--- src/ptw_pkg.sv ---
// Shared constants and carriers for the table walk helper and its pointer cache.
// Assumes a 32-bit table entry, 36-bit physical bus and 32-bit virtual address.
package ptw_pkg;

  // Entry type field and entry bit positions
  localparam logic [1:0] ET_INVALID  = 2'h0;
  localparam logic [1:0] ET_POINTER  = 2'h1;
  localparam logic [1:0] ET_PAGE     = 2'h2;
  localparam logic [1:0] ET_RESERVED = 2'h3;
  localparam int         ET_LSB      = 0;
  localparam int         ACC_LSB     = 2;
  localparam int         REF_BIT     = 5;
  localparam int         MOD_BIT     = 6;
  localparam int         CACHE_BIT   = 7;

  // Virtual address index fields
  localparam int IDX1_LSB = 24;
  localparam int IDX2_LSB = 18;
  localparam int IDX3_LSB = 12;

  // Register byte offsets, field positions and reset values
  localparam logic [3:0]  REG_CTX_NUM  = 4'h0;
  localparam logic [3:0]  REG_CTX_BASE = 4'h4;
  localparam logic [3:0]  REG_STATUS   = 4'h8;
  localparam int          CTX_BASE_LSB = 10;
  localparam logic [11:0] CTX_NUM_RST  = 12'h000;
  localparam logic [21:0] CTX_BASE_RST = 22'h000000;

  // Region sizes as log2 of bytes
  localparam logic [5:0] REGION_CTX = 6'h20;
  localparam logic [5:0] REGION_L1  = 6'h18;
  localparam logic [5:0] REGION_L2  = 6'h12;
  localparam logic [5:0] REGION_L3  = 6'h0c;

  typedef enum logic [1:0] {
    LVL_CTX = 2'b00,
    LVL_1   = 2'b01,
    LVL_2   = 2'b10,
    LVL_3   = 2'b11
  } level_e;

  typedef struct packed {
    level_e      level;
    logic [31:0] data;
    logic [31:0] va;
    logic        instr;
    logic        write_access;
    logic        bus_error;
  } fetch_s;

  typedef struct packed {
    logic [35:0] next_addr;
    logic [35:0] phys_addr;
    logic [1:0]  etype;
    logic        fault_invalid;
    logic        fault_translation;
    logic        found_page;
    logic        cacheable;
    logic [5:0]  region_log2;
    logic        writeback;
    logic [31:0] writeback_entry;
  } walk_result_s;

  typedef struct packed {
    logic        l2_hit;
    logic        root_hit;
    logic [35:0] start_addr;
    level_e      start_level;
  } lookup_s;

endpackage : ptw_pkg

--- src/ptr_store.sv ---
// Four-word store for the level-2 table pointers of the pointer cache.
// Read data are registered; one write and one read per cycle.
`timescale 1ns/10ps
module ptr_store
(
  // Clock
  input  wire logic        clk,
  // Write port
  input  wire logic        we,
  input  wire logic [1:0]  waddr,
  input  wire logic [27:0] wdata,
  // Read port
  input  wire logic [1:0]  raddr,
  output logic      [27:0] rdata
);

  logic [27:0] mem [4];

  always_ff @(posedge clk)
  begin
    if (we)
    begin
      mem[waddr] <= wdata;
    end
  end

  always_ff @(posedge clk)
  begin
    rdata <= mem[raddr];
  end

endmodule : ptr_store

--- src/ptw_helper.sv ---
// Table entry decode, walk address forming, R/M update and pointer cache.
// Assumes an outside sequencer issues lookups on a miss and feeds each fetched
// entry back with its level; it owns the bus cycles and the TLB itself.
`timescale 1ns/10ps

// How it works
// - root pointer 31..6 plus index 1 addresses level 1
// - entry addresses always end in two zero bits
// - level 1/2 pointer 31..4 plus next index
// - type 0 invalid, 1 pointer, 2 page, 3 reserved
// - type 0 raises invalid error, ends walk
// - type 3 raises translation error
// - region size follows level of page entry
// - context page entry 31..28 gives address 35..32
// - unused page bits ignored, virtual bits fill rest
// - page entry read sets referenced bit
// - write-type access sets modified bit if clear
// - cacheable only when entry cacheable bit set
// - five slots, tag slot n serves pair n
// - root stays valid until context registers change
// - tag match reuses level-2 pointer for level 3
// - LRU picks slot to overwrite per access type
// - slots fill only on tag miss reaching level 3
// - walks ending above level 3 cache no level-2 pointer
// - context change drops all five slots
// - reset or base write clears all valid bits
// - TLB invalidate drops level-2 pointer slots
// - probe, flush, block walks also fill cache
// - index fields are va 31..24, 23..18, 17..12
// - level-3 pointer, bus error, reserved: translation error
module ptw_helper
(
  // Clock and reset
  input  wire logic                  clk,
  input  wire logic                  rst,
  // Register bus
  input  wire logic [3:0]            avs_address,
  input  wire logic                  avs_read,
  input  wire logic                  avs_write,
  input  wire logic [31:0]           avs_writedata,
  output logic      [31:0]           avs_readdata,
  output logic                       avs_waitrequest,
  // Miss lookup
  input  wire logic                  lookup_valid,
  input  wire logic [31:0]           lookup_va,
  input  wire logic                  lookup_instr,
  output logic                       lookup_done,
  output ptw_pkg::lookup_s           lookup_result,
  // Fetched entries
  input  wire logic                  fetch_valid,
  input  wire ptw_pkg::fetch_s       fetch,
  output logic                       result_valid,
  output ptw_pkg::walk_result_s      result,
  // TLB invalidate
  input  wire logic                  tlb_invalidate
);

  ////////////////////////////////////////////////////////////////////////////
  // Helpers

  function automatic logic [13:0] tag_of(input logic [31:0] va);
    tag_of = va[31:ptw_pkg::IDX2_LSB];
  endfunction : tag_of

  // Next entry address from a pointer found at the given level
  function automatic logic [35:0] next_from(input ptw_pkg::level_e lvl,
                                            input logic [31:0] ptr,
                                            input logic [31:0] va);
    unique case (lvl)
      ptw_pkg::LVL_CTX: next_from = {ptr[31:6], va[31:ptw_pkg::IDX1_LSB], 2'b00};
      ptw_pkg::LVL_1:   next_from = {ptr[31:4], va[23:ptw_pkg::IDX2_LSB], 2'b00};
      ptw_pkg::LVL_2:   next_from = {ptr[31:4], va[17:ptw_pkg::IDX3_LSB], 2'b00};
      ptw_pkg::LVL_3:   next_from = 36'h0;
    endcase
  endfunction : next_from

  ////////////////////////////////////////////////////////////////////////////
  // Registers and bus slave

  logic [11:0] context_number_register;
  logic [21:0] context_table_base_register;
  logic        ctx_num_wr;
  logic        ctx_base_wr;
  logic [31:0] status_word;

  // Write takes effect on the edge where waitrequest is seen low
  assign ctx_num_wr  = avs_write && !avs_waitrequest && avs_address == ptw_pkg::REG_CTX_NUM;
  assign ctx_base_wr = avs_write && !avs_waitrequest && avs_address == ptw_pkg::REG_CTX_BASE;

  always_ff @(posedge clk)
  begin
    if (rst)
    begin
      avs_waitrequest <= 1'b1;
    end
    else
    begin
      avs_waitrequest <= !((avs_read || avs_write) && avs_waitrequest);
    end
  end

  always_ff @(posedge clk)
  begin
    if (rst)
    begin
      avs_readdata <= 32'h0;
    end
    else if (avs_read && avs_waitrequest)
    begin
      unique case (avs_address)
        ptw_pkg::REG_CTX_NUM:  avs_readdata <= {20'h0, context_number_register};
        ptw_pkg::REG_CTX_BASE: avs_readdata <= {context_table_base_register, 10'h0};
        ptw_pkg::REG_STATUS:   avs_readdata <= status_word;
        default:               avs_readdata <= 32'h0;
      endcase
    end
  end

  always_ff @(posedge clk)
  begin
    if (rst)
    begin
      context_number_register     <= ptw_pkg::CTX_NUM_RST;
      context_table_base_register <= ptw_pkg::CTX_BASE_RST;
    end
    else
    begin
      if (ctx_num_wr)
      begin
        context_number_register <= avs_writedata[11:0];
      end
      if (ctx_base_wr)
      begin
        context_table_base_register <= avs_writedata[31:ptw_pkg::CTX_BASE_LSB];
      end
    end
  end

  ////////////////////////////////////////////////////////////////////////////
  // Pointer cache state

  logic [25:0] root_pointer_slot;
  logic        root_valid;
  logic [13:0] instr_index_tag [2];
  logic [13:0] data_index_tag [2];
  logic [1:0]  instr_valid;
  logic [1:0]  data_valid;
  logic        instr_lru;
  logic        data_lru;
  logic        drop_all;
  logic        drop_l2;

  assign drop_all = rst || ctx_num_wr || ctx_base_wr;
  assign drop_l2  = drop_all || tlb_invalidate;

  assign status_word = {25'h0, data_lru, instr_lru, data_valid, instr_valid, root_valid};

  // Pending level-2 pointer, held until the walk reaches level 3
  logic        pend_valid;
  logic [27:0] pend_ptr;
  logic [13:0] pend_tag;
  logic        pend_instr;
  logic        commit;
  logic [1:0]  commit_addr;

  assign commit = fetch_valid && pend_valid && fetch.level == ptw_pkg::LVL_3
                  && !drop_l2;
  assign commit_addr = {pend_instr, pend_instr ? instr_lru : data_lru};

  ////////////////////////////////////////////////////////////////////////////
  // Lookup, stage 1: tag compare and pointer read

  logic [1:0]  tag_hit;
  logic        hit_any;
  logic        hit_slot;
  logic [13:0] look_tag;
  logic        s1_valid;
  logic        s1_l2_hit;
  logic [31:0] s1_va;
  logic [27:0] l2_rdata;

  assign look_tag = tag_of(lookup_va);

  generate
    for (genvar i = 0; i < 2; i++)
    begin : g_cmp
      // Tag slot i of the looked-up access type serves only that type's pointer at slot i
      assign tag_hit[i] = lookup_instr
                          ? instr_valid[i] && instr_index_tag[i] == look_tag
                          : data_valid[i] && data_index_tag[i] == look_tag;
    end
  endgenerate

  assign hit_any  = |tag_hit;
  assign hit_slot = tag_hit[1];

  ptr_store u_ptr_store
  (
    .clk   (clk),
    .we    (commit),
    .waddr (commit_addr),
    .wdata (pend_ptr),
    .raddr ({lookup_instr, hit_slot}),
    .rdata (l2_rdata)
  );

  always_ff @(posedge clk)
  begin
    if (rst)
    begin
      s1_valid  <= 1'b0;
      s1_l2_hit <= 1'b0;
      s1_va     <= 32'h0;
    end
    else
    begin
      s1_valid  <= lookup_valid;
      s1_l2_hit <= lookup_valid && hit_any && !drop_l2;
      s1_va     <= lookup_va;
    end
  end

  ////////////////////////////////////////////////////////////////////////////
  // Lookup, stage 2: starting point of the walk

  always_ff @(posedge clk)
  begin
    if (rst)
    begin
      lookup_done   <= 1'b0;
      lookup_result <= '0;
    end
    else
    begin
      lookup_done <= s1_valid;
      lookup_result.l2_hit   <= s1_l2_hit;
      lookup_result.root_hit <= root_valid;
      if (s1_l2_hit)
      begin
        lookup_result.start_addr  <= {l2_rdata, s1_va[17:ptw_pkg::IDX3_LSB], 2'b00};
        lookup_result.start_level <= ptw_pkg::LVL_3;
      end
      else if (root_valid)
      begin
        lookup_result.start_addr  <= {root_pointer_slot, s1_va[31:ptw_pkg::IDX1_LSB], 2'b00};
        lookup_result.start_level <= ptw_pkg::LVL_1;
      end
      else
      begin
        lookup_result.start_addr  <= {context_table_base_register,
                                      context_number_register, 2'b00};
        lookup_result.start_level <= ptw_pkg::LVL_CTX;
      end
    end
  end

  ////////////////////////////////////////////////////////////////////////////
  // Root slot

  // Invalidation wins over a fill in the same cycle: that pointer is stale
  always_ff @(posedge clk)
  begin
    if (drop_all)
    begin
      root_valid        <= 1'b0;
    end
    else if (fetch_valid && !fetch.bus_error && fetch.level == ptw_pkg::LVL_CTX
             && fetch.data[1:0] == ptw_pkg::ET_POINTER)
    begin
      root_valid        <= 1'b1;
      root_pointer_slot <= fetch.data[31:6];
    end
  end

  ////////////////////////////////////////////////////////////////////////////
  // Pending level-2 pointer

  always_ff @(posedge clk)
  begin
    if (drop_l2)
    begin
      pend_valid <= 1'b0;
    end
    else if (fetch_valid)
    begin
      // Only a level-2 pointer is a candidate; any other entry ends it
      pend_valid <= !fetch.bus_error && fetch.level == ptw_pkg::LVL_2
                    && fetch.data[1:0] == ptw_pkg::ET_POINTER;
      pend_ptr   <= fetch.data[31:4];
      pend_tag   <= tag_of(fetch.va);
      pend_instr <= fetch.instr;
    end
  end

  ////////////////////////////////////////////////////////////////////////////
  // Level-2 tags, valid bits and LRU

  always_ff @(posedge clk)
  begin
    if (drop_l2)
    begin
      instr_valid <= 2'b00;
      data_valid  <= 2'b00;
    end
    else if (commit && pend_instr)
    begin
      instr_valid[instr_lru]     <= 1'b1;
      instr_index_tag[instr_lru] <= pend_tag;
    end
    else if (commit)
    begin
      data_valid[data_lru]     <= 1'b1;
      data_index_tag[data_lru] <= pend_tag;
    end
  end

  // LRU points at the slot to replace next
  always_ff @(posedge clk)
  begin
    if (rst)
    begin
      instr_lru <= 1'b0;
      data_lru  <= 1'b0;
    end
    else if (commit)
    begin
      if (pend_instr)
      begin
        instr_lru <= !instr_lru;
      end
      else
      begin
        data_lru <= !data_lru;
      end
    end
    else if (lookup_valid && hit_any)
    begin
      if (lookup_instr)
      begin
        instr_lru <= !hit_slot;
      end
      else
      begin
        data_lru <= !hit_slot;
      end
    end
  end

  ////////////////////////////////////////////////////////////////////////////
  // Entry decode and physical address

  logic [1:0]  etype;
  logic        is_page;
  logic        bad_invalid;
  logic        bad_trans;
  logic [35:0] pa;
  logic [5:0]  region;
  logic [31:0] upd_entry;

  assign etype   = fetch.data[ptw_pkg::ET_LSB +: 2];
  assign is_page = etype == ptw_pkg::ET_PAGE;

  always_comb
  begin
    bad_invalid = 1'b0;
    bad_trans   = 1'b0;
    if (fetch.bus_error)
    begin
      bad_trans = 1'b1;
    end
    else
    begin
      unique case (etype)
        ptw_pkg::ET_INVALID:  bad_invalid = 1'b1;
        ptw_pkg::ET_POINTER:  bad_trans   = fetch.level == ptw_pkg::LVL_3;
        ptw_pkg::ET_PAGE:     bad_trans   = 1'b0;
        ptw_pkg::ET_RESERVED: bad_trans   = 1'b1;
      endcase
    end
  end

  // Page number bits beyond the region are ignored; virtual bits fill in
  always_comb
  begin
    unique case (fetch.level)
      ptw_pkg::LVL_CTX:
      begin
        pa     = {fetch.data[31:28], fetch.va};
        region = ptw_pkg::REGION_CTX;
      end
      ptw_pkg::LVL_1:
      begin
        pa     = {fetch.data[31:20], fetch.va[23:0]};
        region = ptw_pkg::REGION_L1;
      end
      ptw_pkg::LVL_2:
      begin
        pa     = {fetch.data[31:14], fetch.va[17:0]};
        region = ptw_pkg::REGION_L2;
      end
      ptw_pkg::LVL_3:
      begin
        pa     = {fetch.data[31:8], fetch.va[11:0]};
        region = ptw_pkg::REGION_L3;
      end
    endcase
  end

  always_comb
  begin
    upd_entry = fetch.data;
    upd_entry[ptw_pkg::REF_BIT] = 1'b1;
    if (fetch.write_access)
    begin
      upd_entry[ptw_pkg::MOD_BIT] = 1'b1;
    end
  end

  ////////////////////////////////////////////////////////////////////////////
  // Result register

  always_ff @(posedge clk)
  begin
    if (rst)
    begin
      result_valid <= 1'b0;
      result       <= '0;
    end
    else
    begin
      result_valid <= fetch_valid;
      if (fetch_valid)
      begin
        result.etype             <= etype;
        result.fault_invalid     <= bad_invalid;
        result.fault_translation <= bad_trans;
        result.found_page        <= is_page && !bad_trans;
        result.next_addr         <= (bad_invalid || bad_trans || is_page)
                                    ? 36'h0 : next_from(fetch.level, fetch.data, fetch.va);
        result.phys_addr         <= is_page ? pa : 36'h0;
        result.region_log2       <= is_page ? region : 6'h0;
        result.cacheable         <= is_page && fetch.data[ptw_pkg::CACHE_BIT];
        result.writeback         <= is_page && !fetch.bus_error
                                    && upd_entry != fetch.data;
        result.writeback_entry   <= upd_entry;
      end
    end
  end

endmodule : ptw_helper

--- config.mk ---
export PLATFORM = sky130hd
export DESIGN_NAME = ptw_helper
export DESIGN_NICKNAME = d
export VERILOG_FILES = /design/src/ptw_pkg.sv /design/src/ptr_store.sv /design/src/ptw_helper.sv
export SDC_FILE = /design/constraint.sdc
export NUM_CORES = 1
export LEC_CHECK = 0
export BUFFER_PORTS_ARGS = -buffer_cell sky130_fd_sc_hd__buf_2
export CORE_UTILIZATION = 58
export CTS_CLUSTER_DIAMETER = 60
export DETAILED_ROUTE_END_ITERATION = 12
export PLACE_DENSITY = 0.81
export SYNTH_ARGS = -nofsm -noshare
export SYNTH_HDL_FRONTEND = slang
export SYNTH_SLANG_ARGS = --single-unit
--- constraint.sdc ---
create_clock -name clk -period 5 [get_ports clk]
set_input_delay 0.25 -clock clk [delete_from_list [all_inputs] [get_ports clk]]
set_output_delay 0.25 -clock clk [all_outputs]
set_load 0.05 [all_outputs]
==> results.json, run 1 <==
{
  "yosys.area.top_type": "edfxtp_1",
  "crit_path_end_kind": "flip-flop",
  "path_class": "input port to flip-flop",
  "top_layer": "met4",
  "ys_seq_area_share_pct": 67.8,
  "syn_to_final_growth_pct": 23.0,
  "max_stage_delay_ps": 1100,
  "dp.final_hpwl_um": 33500,
  "dieWidth_um": 180,
  "clockBufferDepth": 3,
  "synth_seq_cells": 507,
  "grt_pass1_vias": 13400,
  "cap_violations": 0,
  "slew_headroom_pct": 16.2,
  "layout.nets": 1959,
  "arrival_ps": 3500,
  "drive_gt1_share_pct": 24.4,
  "powerDensity_nw_per_um2": 381,
  "ios": 337,
  "via_per_inst": 5.98,
  "async_flop_share_pct": 0,
  "cts_tree": "done",
  "setup_viol": 0,
  "dp_slack_ps": 2120,
  "hp-class": "input port to flip-flop",
  "routed_wl_um": 52800,
  "worst_slack_ps": 1990,
  "clock_latency_ps": 580,
  "grt_first_pass_wirelength_um": 79600,
  "synth_top_area_share_pct": 38.6,
  "grt_antenna_before_repair": 0,
  "cts_buffers": 48,
  "cp.required_ps": 5490,
  "skew_ps": 18.5,
  "p_leak_nw": 8.87,
  "firstDrtPassIters": 6,
  "synth_cells": 1434,
  "post_drt_wl_per_cell_um": 23.5,
  "vias": 13400,
  "synthFlopType": "dfxtp_1",
  "drv_slew": 0,
  "fillers": 1970,
  "cts_root_buffer": "clkbuf_16",
  "ys_warn_count": 0,
  "syn_area_um2": 18500,
  "min_period_over_period_pct": 60.2,
  "h-tree-depth": 2,
  "gp_congestion": 0.851,
  "start_util_pct": 59.7,
  "synth_cell_types": 55,
  "io_buffers": 319,
  "setup_tns_ps": 0,
  "place_area_um2": 20200,
  "crit_chain": "dlygate4sd3_1, buf_2, nor3b_1, nor2b_1, and3_1, a22oi_1, nor2_1",
  "crit_slowest_cell": "and3_1",
  "routed-wl-met2_um": 25500,
  "status": "completed",
  "setup.worst_path.start_class": "input port",
  "drt-initial-drc-count": 1211,
  "drc_errors": 0,
  "num_rows": 64,
  "route.met3.wl_um": 5010,
  "grt_usage_pct": 32.2,
  "dieArea_um2": 32500,
  "wl_met1_um": 20300,
  "core_um2": 30900,
  "synth_edf_count": 237,
  "die_h_um": 180,
  "hold_viol": 0,
  "ant_nets": 0,
  "ir_drop_v": 0.000374,
  "final_area_um2": 22700,
  "avgSynthCellArea_um2": 12.9,
  "max_freq_mhz": 332,
  "synth_area_leaders": "edfxtp_1, dfxtp_1, nor2_1",
  "tightestPinTransition_ps": 1260,
  "n_antenna_cell": 0,
  "clkTransAtPathRegs_ps": 70,
  "grt_overflow": 0,
  "clock-sinks": 507,
  "cp_max_fo": 25,
  "min_period_ps": 3010,
  "rsz0062_at_grt": "false",
  "grt_max_degree": 141
}
[sequential cells by signal, summed over array words and instances, names as in the netlist, 2 cells and up]
name,cells
u_ptr_store.rdata,28
root_pointer_slot,26
pend_ptr,28
context_number_register,12
pend_tag,14
u_ptr_store.mem,112
data_index_tag,28
avs_readdata,32
result,112
context_table_base_register,22
instr_index_tag,28
s1_va,14
lookup_result,37
instr_valid,2
data_valid,2
[critical path, delay by kind of cell]
| kind | cells | cell delay (ps) |
|---|---|---|
| buf+inv | 2 | 670 |
| compound gates | 1 | 220 |
| simple gates | 4 | 2320 |
[layout by cell type, fill, tap and decap left out, drive strengths merged, types with 28 or more instances in the layout]
master and count:
a21oi 85, a22oi 87, mux4 28, dfxtp 270, nor2 218, nand3 29, edfxtp 237, nand2 88
clkbuf 70, dlygate4sd3 88, xor2 35, mux2i 68, buf 337
[through the flow]
| stage | power (mW) | hold WS (ps) | util [%] | std cells |
|---|---|---|---|---|
| after global routing | 8.85 | 0.549 | 73.4 | 2244 |
| after floorplan | 4.81 | 349 | - | 1438 |
| after detailed placement | 5.01 | 428 | 65.4 | 2066 |
| after global placement | 5.00 | 418 | 65.4 | 2066 |
| after CTS | 8.64 | 2.47 | 73.4 | 2242 |
| final | 8.64 | 21.3 | 73.4 | 2244 |
[cells in the mapped netlist (2+ instances only)]
library cell and count:
nand2_1 87, dfxtp_1 270, a22o_1 14, nor3_1 7, nor2b_1 24, o211ai_1 2, o21a_1 4, nor3b_1 2
nor4_2 3, a311oi_1 2, buf_4 13, a31oi_1 3, and4_1 2, a22oi_1 87, and3_1 5, inv_1 8
o21ai_0 13, or3_1 2, mux4_2 17, edfxtp_1 237, nor4_1 17, mux4_1 11, nand3_1 29, ha_1 6
nor2_1 217, a222oi_1 12, xnor2_1 21, mux2i_1 68, o2111ai_1 2, buf_2 14, a21oi_1 85, buf_1 10
mux2_2 7, clkbuf_1 64, buf_6 4, xor2_1 35, a2111oi_0 2, nand4_1 11
[power by group]
group	switching (mW)	leakage, nW	total (mW)	internal [mW]
clock	1.58	0.778	3.65	2.06
combinational	0.387	3.76	0.575	0.188
sequential	0.0354	4.34	4.42	4.38
[timing repair]
item | CTS | global route
gates resized for setup | 0 | 0
hold buffers | 86 | 2
endpoints found under the hold margin | 93 | 3
setup buffers | 0 | 0
[cell families (layout without fill, tap and decap cells)]
logic type	after synthesis	after routing	share of synthesized area (%)
muxes	103	103	7.75
adders and majority gates	6	6	0.407
other	1	5	0.0203
AOI/OAI and AO/OA	231	231	8.40
and+or+nand+nor	415	415	9.98
buffers and inverters	115	525	2.95
DFF	507	507	67.8
xor gates and xnor gates	56	56	2.66
[final timing paths]
path | start | end | slack (ps) | cells after the start
worst max register to register | avs_waitrequest | u_ptr_store.mem[3][3] | 2330 | 5
worst max-delay path | fetch[0] | result[96] | 1990 | 7
worst min-delay path | fetch[66] | root_pointer_slot[25] | 20 | 1
worst min register to register | s1_valid | lookup_done | 430 | 1
[per-layer routing]
metal	vias up	global-route usage [%]
li1	5945	-
met1	6514	40.9
met2	807	54.2
met3	147	6.85
met4	0	12.5
met5	-	0
[layout make-up]
cell class / instances / area [um^2] / area share (%)
inverters: 9 / 33.8 / 0.149
clock inverters: 21 / 241 / 1.06
repair buffers: 426 / 2630 / 11.6
multi-input cells: 816 / 5430 / 23.9
well taps: 396 / 495 / 2.18
flip-flops and latches: 507 / 12500 / 55.2
clock buffers: 69 / 1350 / 5.95
Power figures use the tool's default switching activity.
==> inputs of run 2 (changes only) <==
--- a/config.mk
+++ b/config.mk
@@ -6,10 +6,10 @@
 export NUM_CORES = 1
 export LEC_CHECK = 0
 export BUFFER_PORTS_ARGS = -buffer_cell sky130_fd_sc_hd__buf_2
-export CORE_UTILIZATION = 58
+export CORE_UTILIZATION = 55
 export CTS_CLUSTER_DIAMETER = 60
 export DETAILED_ROUTE_END_ITERATION = 12
-export PLACE_DENSITY = 0.81
+export PLACE_DENSITY = 0.77
 export SYNTH_ARGS = -nofsm -noshare
 export SYNTH_HDL_FRONTEND = slang
 export SYNTH_SLANG_ARGS = --single-unit
==> constraint.sdc (replaced) <==
create_clock -name clk -period 2.93 [get_ports clk]
set_input_delay 0.1465 -clock clk [delete_from_list [all_inputs] [get_ports clk]]
set_output_delay 0.1465 -clock clk [all_outputs]
set_load 0.05 [all_outputs]
==> run 2 against run 1 <==
- power is 72% higher
- register-to-register slack worse by 1600 ps
- combinational power is 77% higher
- clock power is 73% higher
- die area is 5.4% higher
- non-clock buffer count is 46 higher
- worst setup slack worse by 1400 ps
- global-route usage is 1.5 points lower
- largest cell class unchanged
==> results.json, run 2 (synthesized netlist as in run 1, its figures left out) <==
{
  "status": "completed",
  "h-tree-depth": 2,
  "max_stage_delay_ps": 560,
  "crit_slowest_cell": "dlygate4sd3_1",
  "drv_slew": 0,
  "hp-class": "input port to flip-flop",
  "rsz0062_at_grt": "false",
  "ant_nets": 0,
  "seq_area_um2": 12500,
  "layout_common_cells": "buf_2, dfxtp_1, edfxtp_1",
  "clock_latency_ps": 560,
  "slew_headroom_pct": 38.5,
  "grt_pass1_vias": 13600,
  "routed-wl-met2_um": 25500,
  "core_um2": 32800,
  "min_period_ps": 2310,
  "powerDensity_nw_per_um2": 640,
  "grt_first_pass_wirelength_um": 78400,
  "gp_congestion": 0.880,
  "cp.required_ps": 3420,
  "layout.nets": 2005,
  "grt_max_degree": 183,
  "hold_viol": 0,
  "cts_setup_buffers": 0,
  "skew_ps": 14.4,
  "dp.final_hpwl_um": 32800,
  "vias": 13500,
  "cts_root_buffer": "clkbuf_16",
  "cts_tree": "done",
  "clockBufferDepth": 3,
  "layout_commonest_cell": "buf_2",
  "crit_buf_inv": 3,
  "tightestPinTransition_ps": 923,
  "min_period_over_period_pct": 79.0,
  "route.met3.wl_um": 5110,
  "dieArea_um2": 34300,
  "drc_errors": 0,
  "clock-sinks": 507,
  "wl_met1_um": 20000,
  "start_util_pct": 56.3,
  "p_leak_nw": 9.11,
  "routed_wl_um": 52500,
  "ir_drop_v": 0.000479,
  "path_class": "input port to flip-flop",
  "top_layer": "met4",
  "clkTransAtPathRegs_ps": 60,
  "cts_buffers": 48,
  "grt_usage_pct": 30.7,
  "grt_antenna_before_repair": 3,
  "num_rows": 66,
  "drive_gt1_share_pct": 24.7,
  "die_h_um": 185,
  "reg_top3": "result: 112 flops, u_ptr_store.mem: 112 flops, lookup_result: 37 flops",
  "post_drt_wl_per_cell_um": 22.4,
  "syn_to_final_growth_pct": 26.1,
  "arrival_ps": 2810,
  "max_freq_mhz": 432,
  "grt_overflow": 0,
  "drt-initial-drc-count": 1144,
  "setup.worst_path.start_class": "input port",
  "setup_tns_ps": 0,
  "fillers": 2150,
  "firstDrtPassIters": 6,
  "cap_violations": 0,
  "crit_chain": "dlygate4sd3_1, buf_2, nor3b_1, nor2b_1, and3_1, buf_4, a22oi_1, nor2_1",
  "dieWidth_um": 185,
  "ios": 337,
  "via_per_inst": 5.78,
  "path_delay_family": "simple AND/OR/NAND/NOR gates",
  "cp_max_fo": 25,
  "io_buffers": 319,
  "setup_viol": 0,
  "multi_input_area_um2": 5440,
  "utilization_pct": 71.0,
  "crit_path_end_kind": "flip-flop"
}
run 2: cell count changes in the layout (fill, tap and decap cells not counted), moves of 2 or more:
cell,previous run,this run
diode_2,0,3
buf_4,19,28
bufinv_16,3,5
dlygate4sd3_1,88,121
buf_12,0,4
clkinvlp_4,2,0
inv_6,0,3
clkbuf_1,15,10
run 2: cell type report:
type                            instances  share of cell area [%]
Clock inverter                         24                    1.20
Tap cell                              442                    2.38
Sequential cell                       507                    53.8
Clock buffer                           65                    5.71
Inverter                                9                   0.145
Timing Repair Buffer                  472                    13.4
Antenna cell                            3                  0.0323
Multi-Input combinational cell        816                    23.4
run 2: through the flow:
stage	worst slack, ps	hold slack (ps)	area, um^2	instances	power (mW)
detailed placement	666	362	20400	2125	8.56
global route	560	77.3	23300	2336	15.3
floorplan	49.2	245	18500	1438	8.22
global placement	743	364	20400	2125	8.55
finish	616	52.3	23300	2338	14.9
CTS	690	27.6	23300	2335	14.9
run 2: timing repair:
item,in CTS,in global routing
hold buffers,121,0
endpoints found under the hold margin,195,0
resized for setup,0,0
run 2: power by group:
group / internal (mW) / switching, mW / total, mW
combinational: 0.357 / 0.667 / 1.02
sequential: 7.48 / 0.0614 / 7.54
clock: 3.65 / 2.67 / 6.32
run 2: metal layers:
layer | vias to the layer above | global-route usage (%)
li1 | 6026 | -
met1 | 6591 | 38.3
met2 | 777 | 51.7
met3 | 130 | 7.22
met4 | 0 | 12.1
met5 | - | 0
run 2: final timing paths:
| kind | from | endpoint | slack, ps | cells after the start |
|---|---|---|---|---|
| max | fetch[36] | result[106] | 620 | 8 |
| min | fetch[68] | result[35] | 50 | 4 |
| max reg2reg | avs_waitrequest | u_ptr_store.mem[3][25] | 690 | 5 |
| min reg2reg | s1_valid | lookup_done | 440 | 1 |
run 2: tightest hold or removal path, delay by kind of cell:
family	cells	cell delay, ps
adder cells (fa/ha/maj)	1	150
buffers and inverters	1	130
AND/OR/NAND/NOR	1	80
AO/OA/AOI/OAI	1	70
==> inputs of run 3 (changes only) <==
==> constraint.sdc (replaced) <==
create_clock -name clk -period 2.35 [get_ports clk]
set_input_delay 0.1175 -clock clk [delete_from_list [all_inputs] [get_ports clk]]
set_output_delay 0.1175 -clock clk [all_outputs]
set_load 0.05 [all_outputs]
==> run 3 against run 2 <==
- clock skew increased by 8.9 ps
- first-iteration DRC count increased by 3.7%
- final cell count up 0.60%
- sequential share of layout area down 0.78 points
- clock power increased by 34%
- core utilization increased by 1.1 points
- global-route usage fell by 0.47 points
- non-clock buffer count rose by 12
- die area is the same
- wire length down 1.8%
==> results.json, run 3 (synthesized netlist as in run 1, its figures left out) <==
{
  "hold_slack_ps": 75.1,
  "start_util_pct": 56.3,
  "num_rows": 66,
  "totalPowerFinal_mw": 19.2,
  "ant_nets": 0,
  "layout_common_cells": "buf_2, dfxtp_1, edfxtp_1",
  "core_um2": 32800,
  "rr_worst_depth": 7,
  "fillers": 2121,
  "io_buffers": 319,
  "via_per_inst": 5.70,
  "firstDrtPassIters": 6,
  "n_antenna_cell": 0,
  "p_leak_nw": 9.26,
  "setup_tns_ps": 0,
  "reg2reg_to": "context_table_base_register[16]",
  "cp_max_fo": 22,
  "ir_drop_v": 0.000691,
  "hold_viol": 0,
  "min_period_ps": 2180,
  "routed_wl_um": 51500,
  "drc_errors": 0,
  "ios": 337,
  "power_frac_seq_pct": 49.0,
  "r2r_start": "avs_waitrequest",
  "cts_buffers": 50,
  "layout.nets": 2019,
  "max_freq_mhz": 460,
  "cts_setup_buffers": 0,
  "netSwitchingFraction_pct": 22.5,
  "slew_headroom_pct": 39.9,
  "drive_gt1_share_pct": 25.1,
  "min_to": "result[35]",
  "clock_latency_ps": 580,
  "tightestPinTransition_ps": 902,
  "combPwrFrac_pct": 6.7,
  "arrival_ps": 2700,
  "status": "completed",
  "grt_overflow": 0,
  "grt_pass1_vias": 13600,
  "setup.worst_path.start_class": "flip-flop",
  "clkPwrFrac_pct": 44.2,
  "cp.required_ps": 2870,
  "path_class": "flip-flop to flip-flop",
  "syn_to_final_growth_pct": 27.9,
  "gp_congestion": 0.852,
  "dp.final_hpwl_um": 33200,
  "dieWidth_um": 185,
  "grt_usage_pct": 30.3,
  "reg2reg_slack_ps": 170,
  "min-delay-start": "fetch[67]",
  "dieArea_um2": 34300,
  "cts_root_buffer": "clkbuf_16",
  "min_period_over_period_pct": 92.6,
  "reg_top3": "result: 112 flops, u_ptr_store.mem: 112 flops, lookup_result: 37 flops",
  "hold_depth": 4,
  "cap_violations": 0,
  "grt_first_pass_wirelength_um": 77600,
  "clockBufferDepth": 3,
  "hp-class": "input port to flip-flop",
  "layout_commonest_cell": "buf_2",
  "rsz0062_at_grt": "false",
  "cts_tree": "done",
  "setup_viol": 0,
  "powerDensity_nw_per_um2": 812,
  "startpoint": "avs_waitrequest",
  "drv_slew": 0,
  "h-tree-depth": 2,
  "clkTransAtPathRegs_ps": 60,
  "skew_ps": 23.4,
  "crit_path_end_kind": "flip-flop",
  "clock-sinks": 507,
  "grt_antenna_before_repair": 1,
  "p_int_mw": 14.9,
  "grt_max_degree": 121,
  "vias": 13400,
  "die_h_um": 185,
  "drt-initial-drc-count": 1186,
  "post_drt_wl_per_cell_um": 21.9,
  "p_sw_mw": 4.31
}
run 3: cell types whose count changed in the layout (fill, tap and decap cells not counted), moves of 2 or more:
cell / delta
diode_2: -3
clkinv_2: -2
clkbuf_16: +3
clkinvlp_4: +3
inv_6: -2
clkbuf_1: -2
buf_12: +6
dlygate4sd3_1: +5
clkinv_1: +5
bufinv_16: +3
run 3: how the worst max path moves through the flow:
stage	cells after the start	slack, ps	to
after floorplan	5	80	u_ptr_store.mem[3][0]
after global placement	4	340	u_ptr_store.mem[2][23]
after detailed placement	4	320	u_ptr_store.mem[2][23]
after CTS	7	160	context_table_base_register[16]
after global routing	7	10	context_table_base_register[14]
final	7	170	context_table_base_register[16]
run 3: metrics by stage:
step | instances | utilization (%) | cell area, um^2 | setup WS, ps
floorplan | 1438 | - | 18500 | 82.7
global placement | 2132 | 62.8 | 20600 | 339
detailed placement | 2132 | 62.8 | 20600 | 321
CTS | 2352 | 72.0 | 23600 | 157
global route | 2352 | 72.0 | 23600 | 10.9
finish | 2352 | 72.0 | 23600 | 174
run 3: power by group through the flow:
stage	logic [mW]	registers, mW	clock network, mW
after floorplan	0.460	9.79	0
after global placement	1.09	9.58	0
after detailed placement	1.10	9.59	0
after CTS	1.27	9.40	8.54
after global routing	1.36	9.40	8.90
final	1.29	9.40	8.48
run 3: final cells by class:
cell class	count	area, um^2	area share, %
timing repair buffer	484	3290	13.9
clock inverter	29	387	1.64
multi-input combinational	816	5440	23.0
inverter	9	33.8	0.143
tap	442	553	2.34
clock buffer	65	1390	5.88
sequential	507	12500	53.0
run 3: critical path, stage by stage (launching register included):
cell and delay, ps:
dfxtp_2 350, nor2b_1 270, buf_6 240, and3_1 170, buf_4 280, nand2_1 90
a21oi_1 150, dlygate4sd3_1 570
run 3: layer usage:
layer / GRT usage [%] / wire (um) / part of all wire (%)
met5: 0 / 8 / 0.016
met4: 12.0 / 1870 / 3.6
met3: 6.88 / 4280 / 8.3
met2: 51.6 / 25100 / 49
met1: 37.3 / 20300 / 39
run 3: what timing repair did:
action / CTS / global route
setup endpoints to repair: 0 / 2
hold endpoints to repair: 225 / 0
gates resized for setup: 0 / 1
hold buffers: 126 / 0
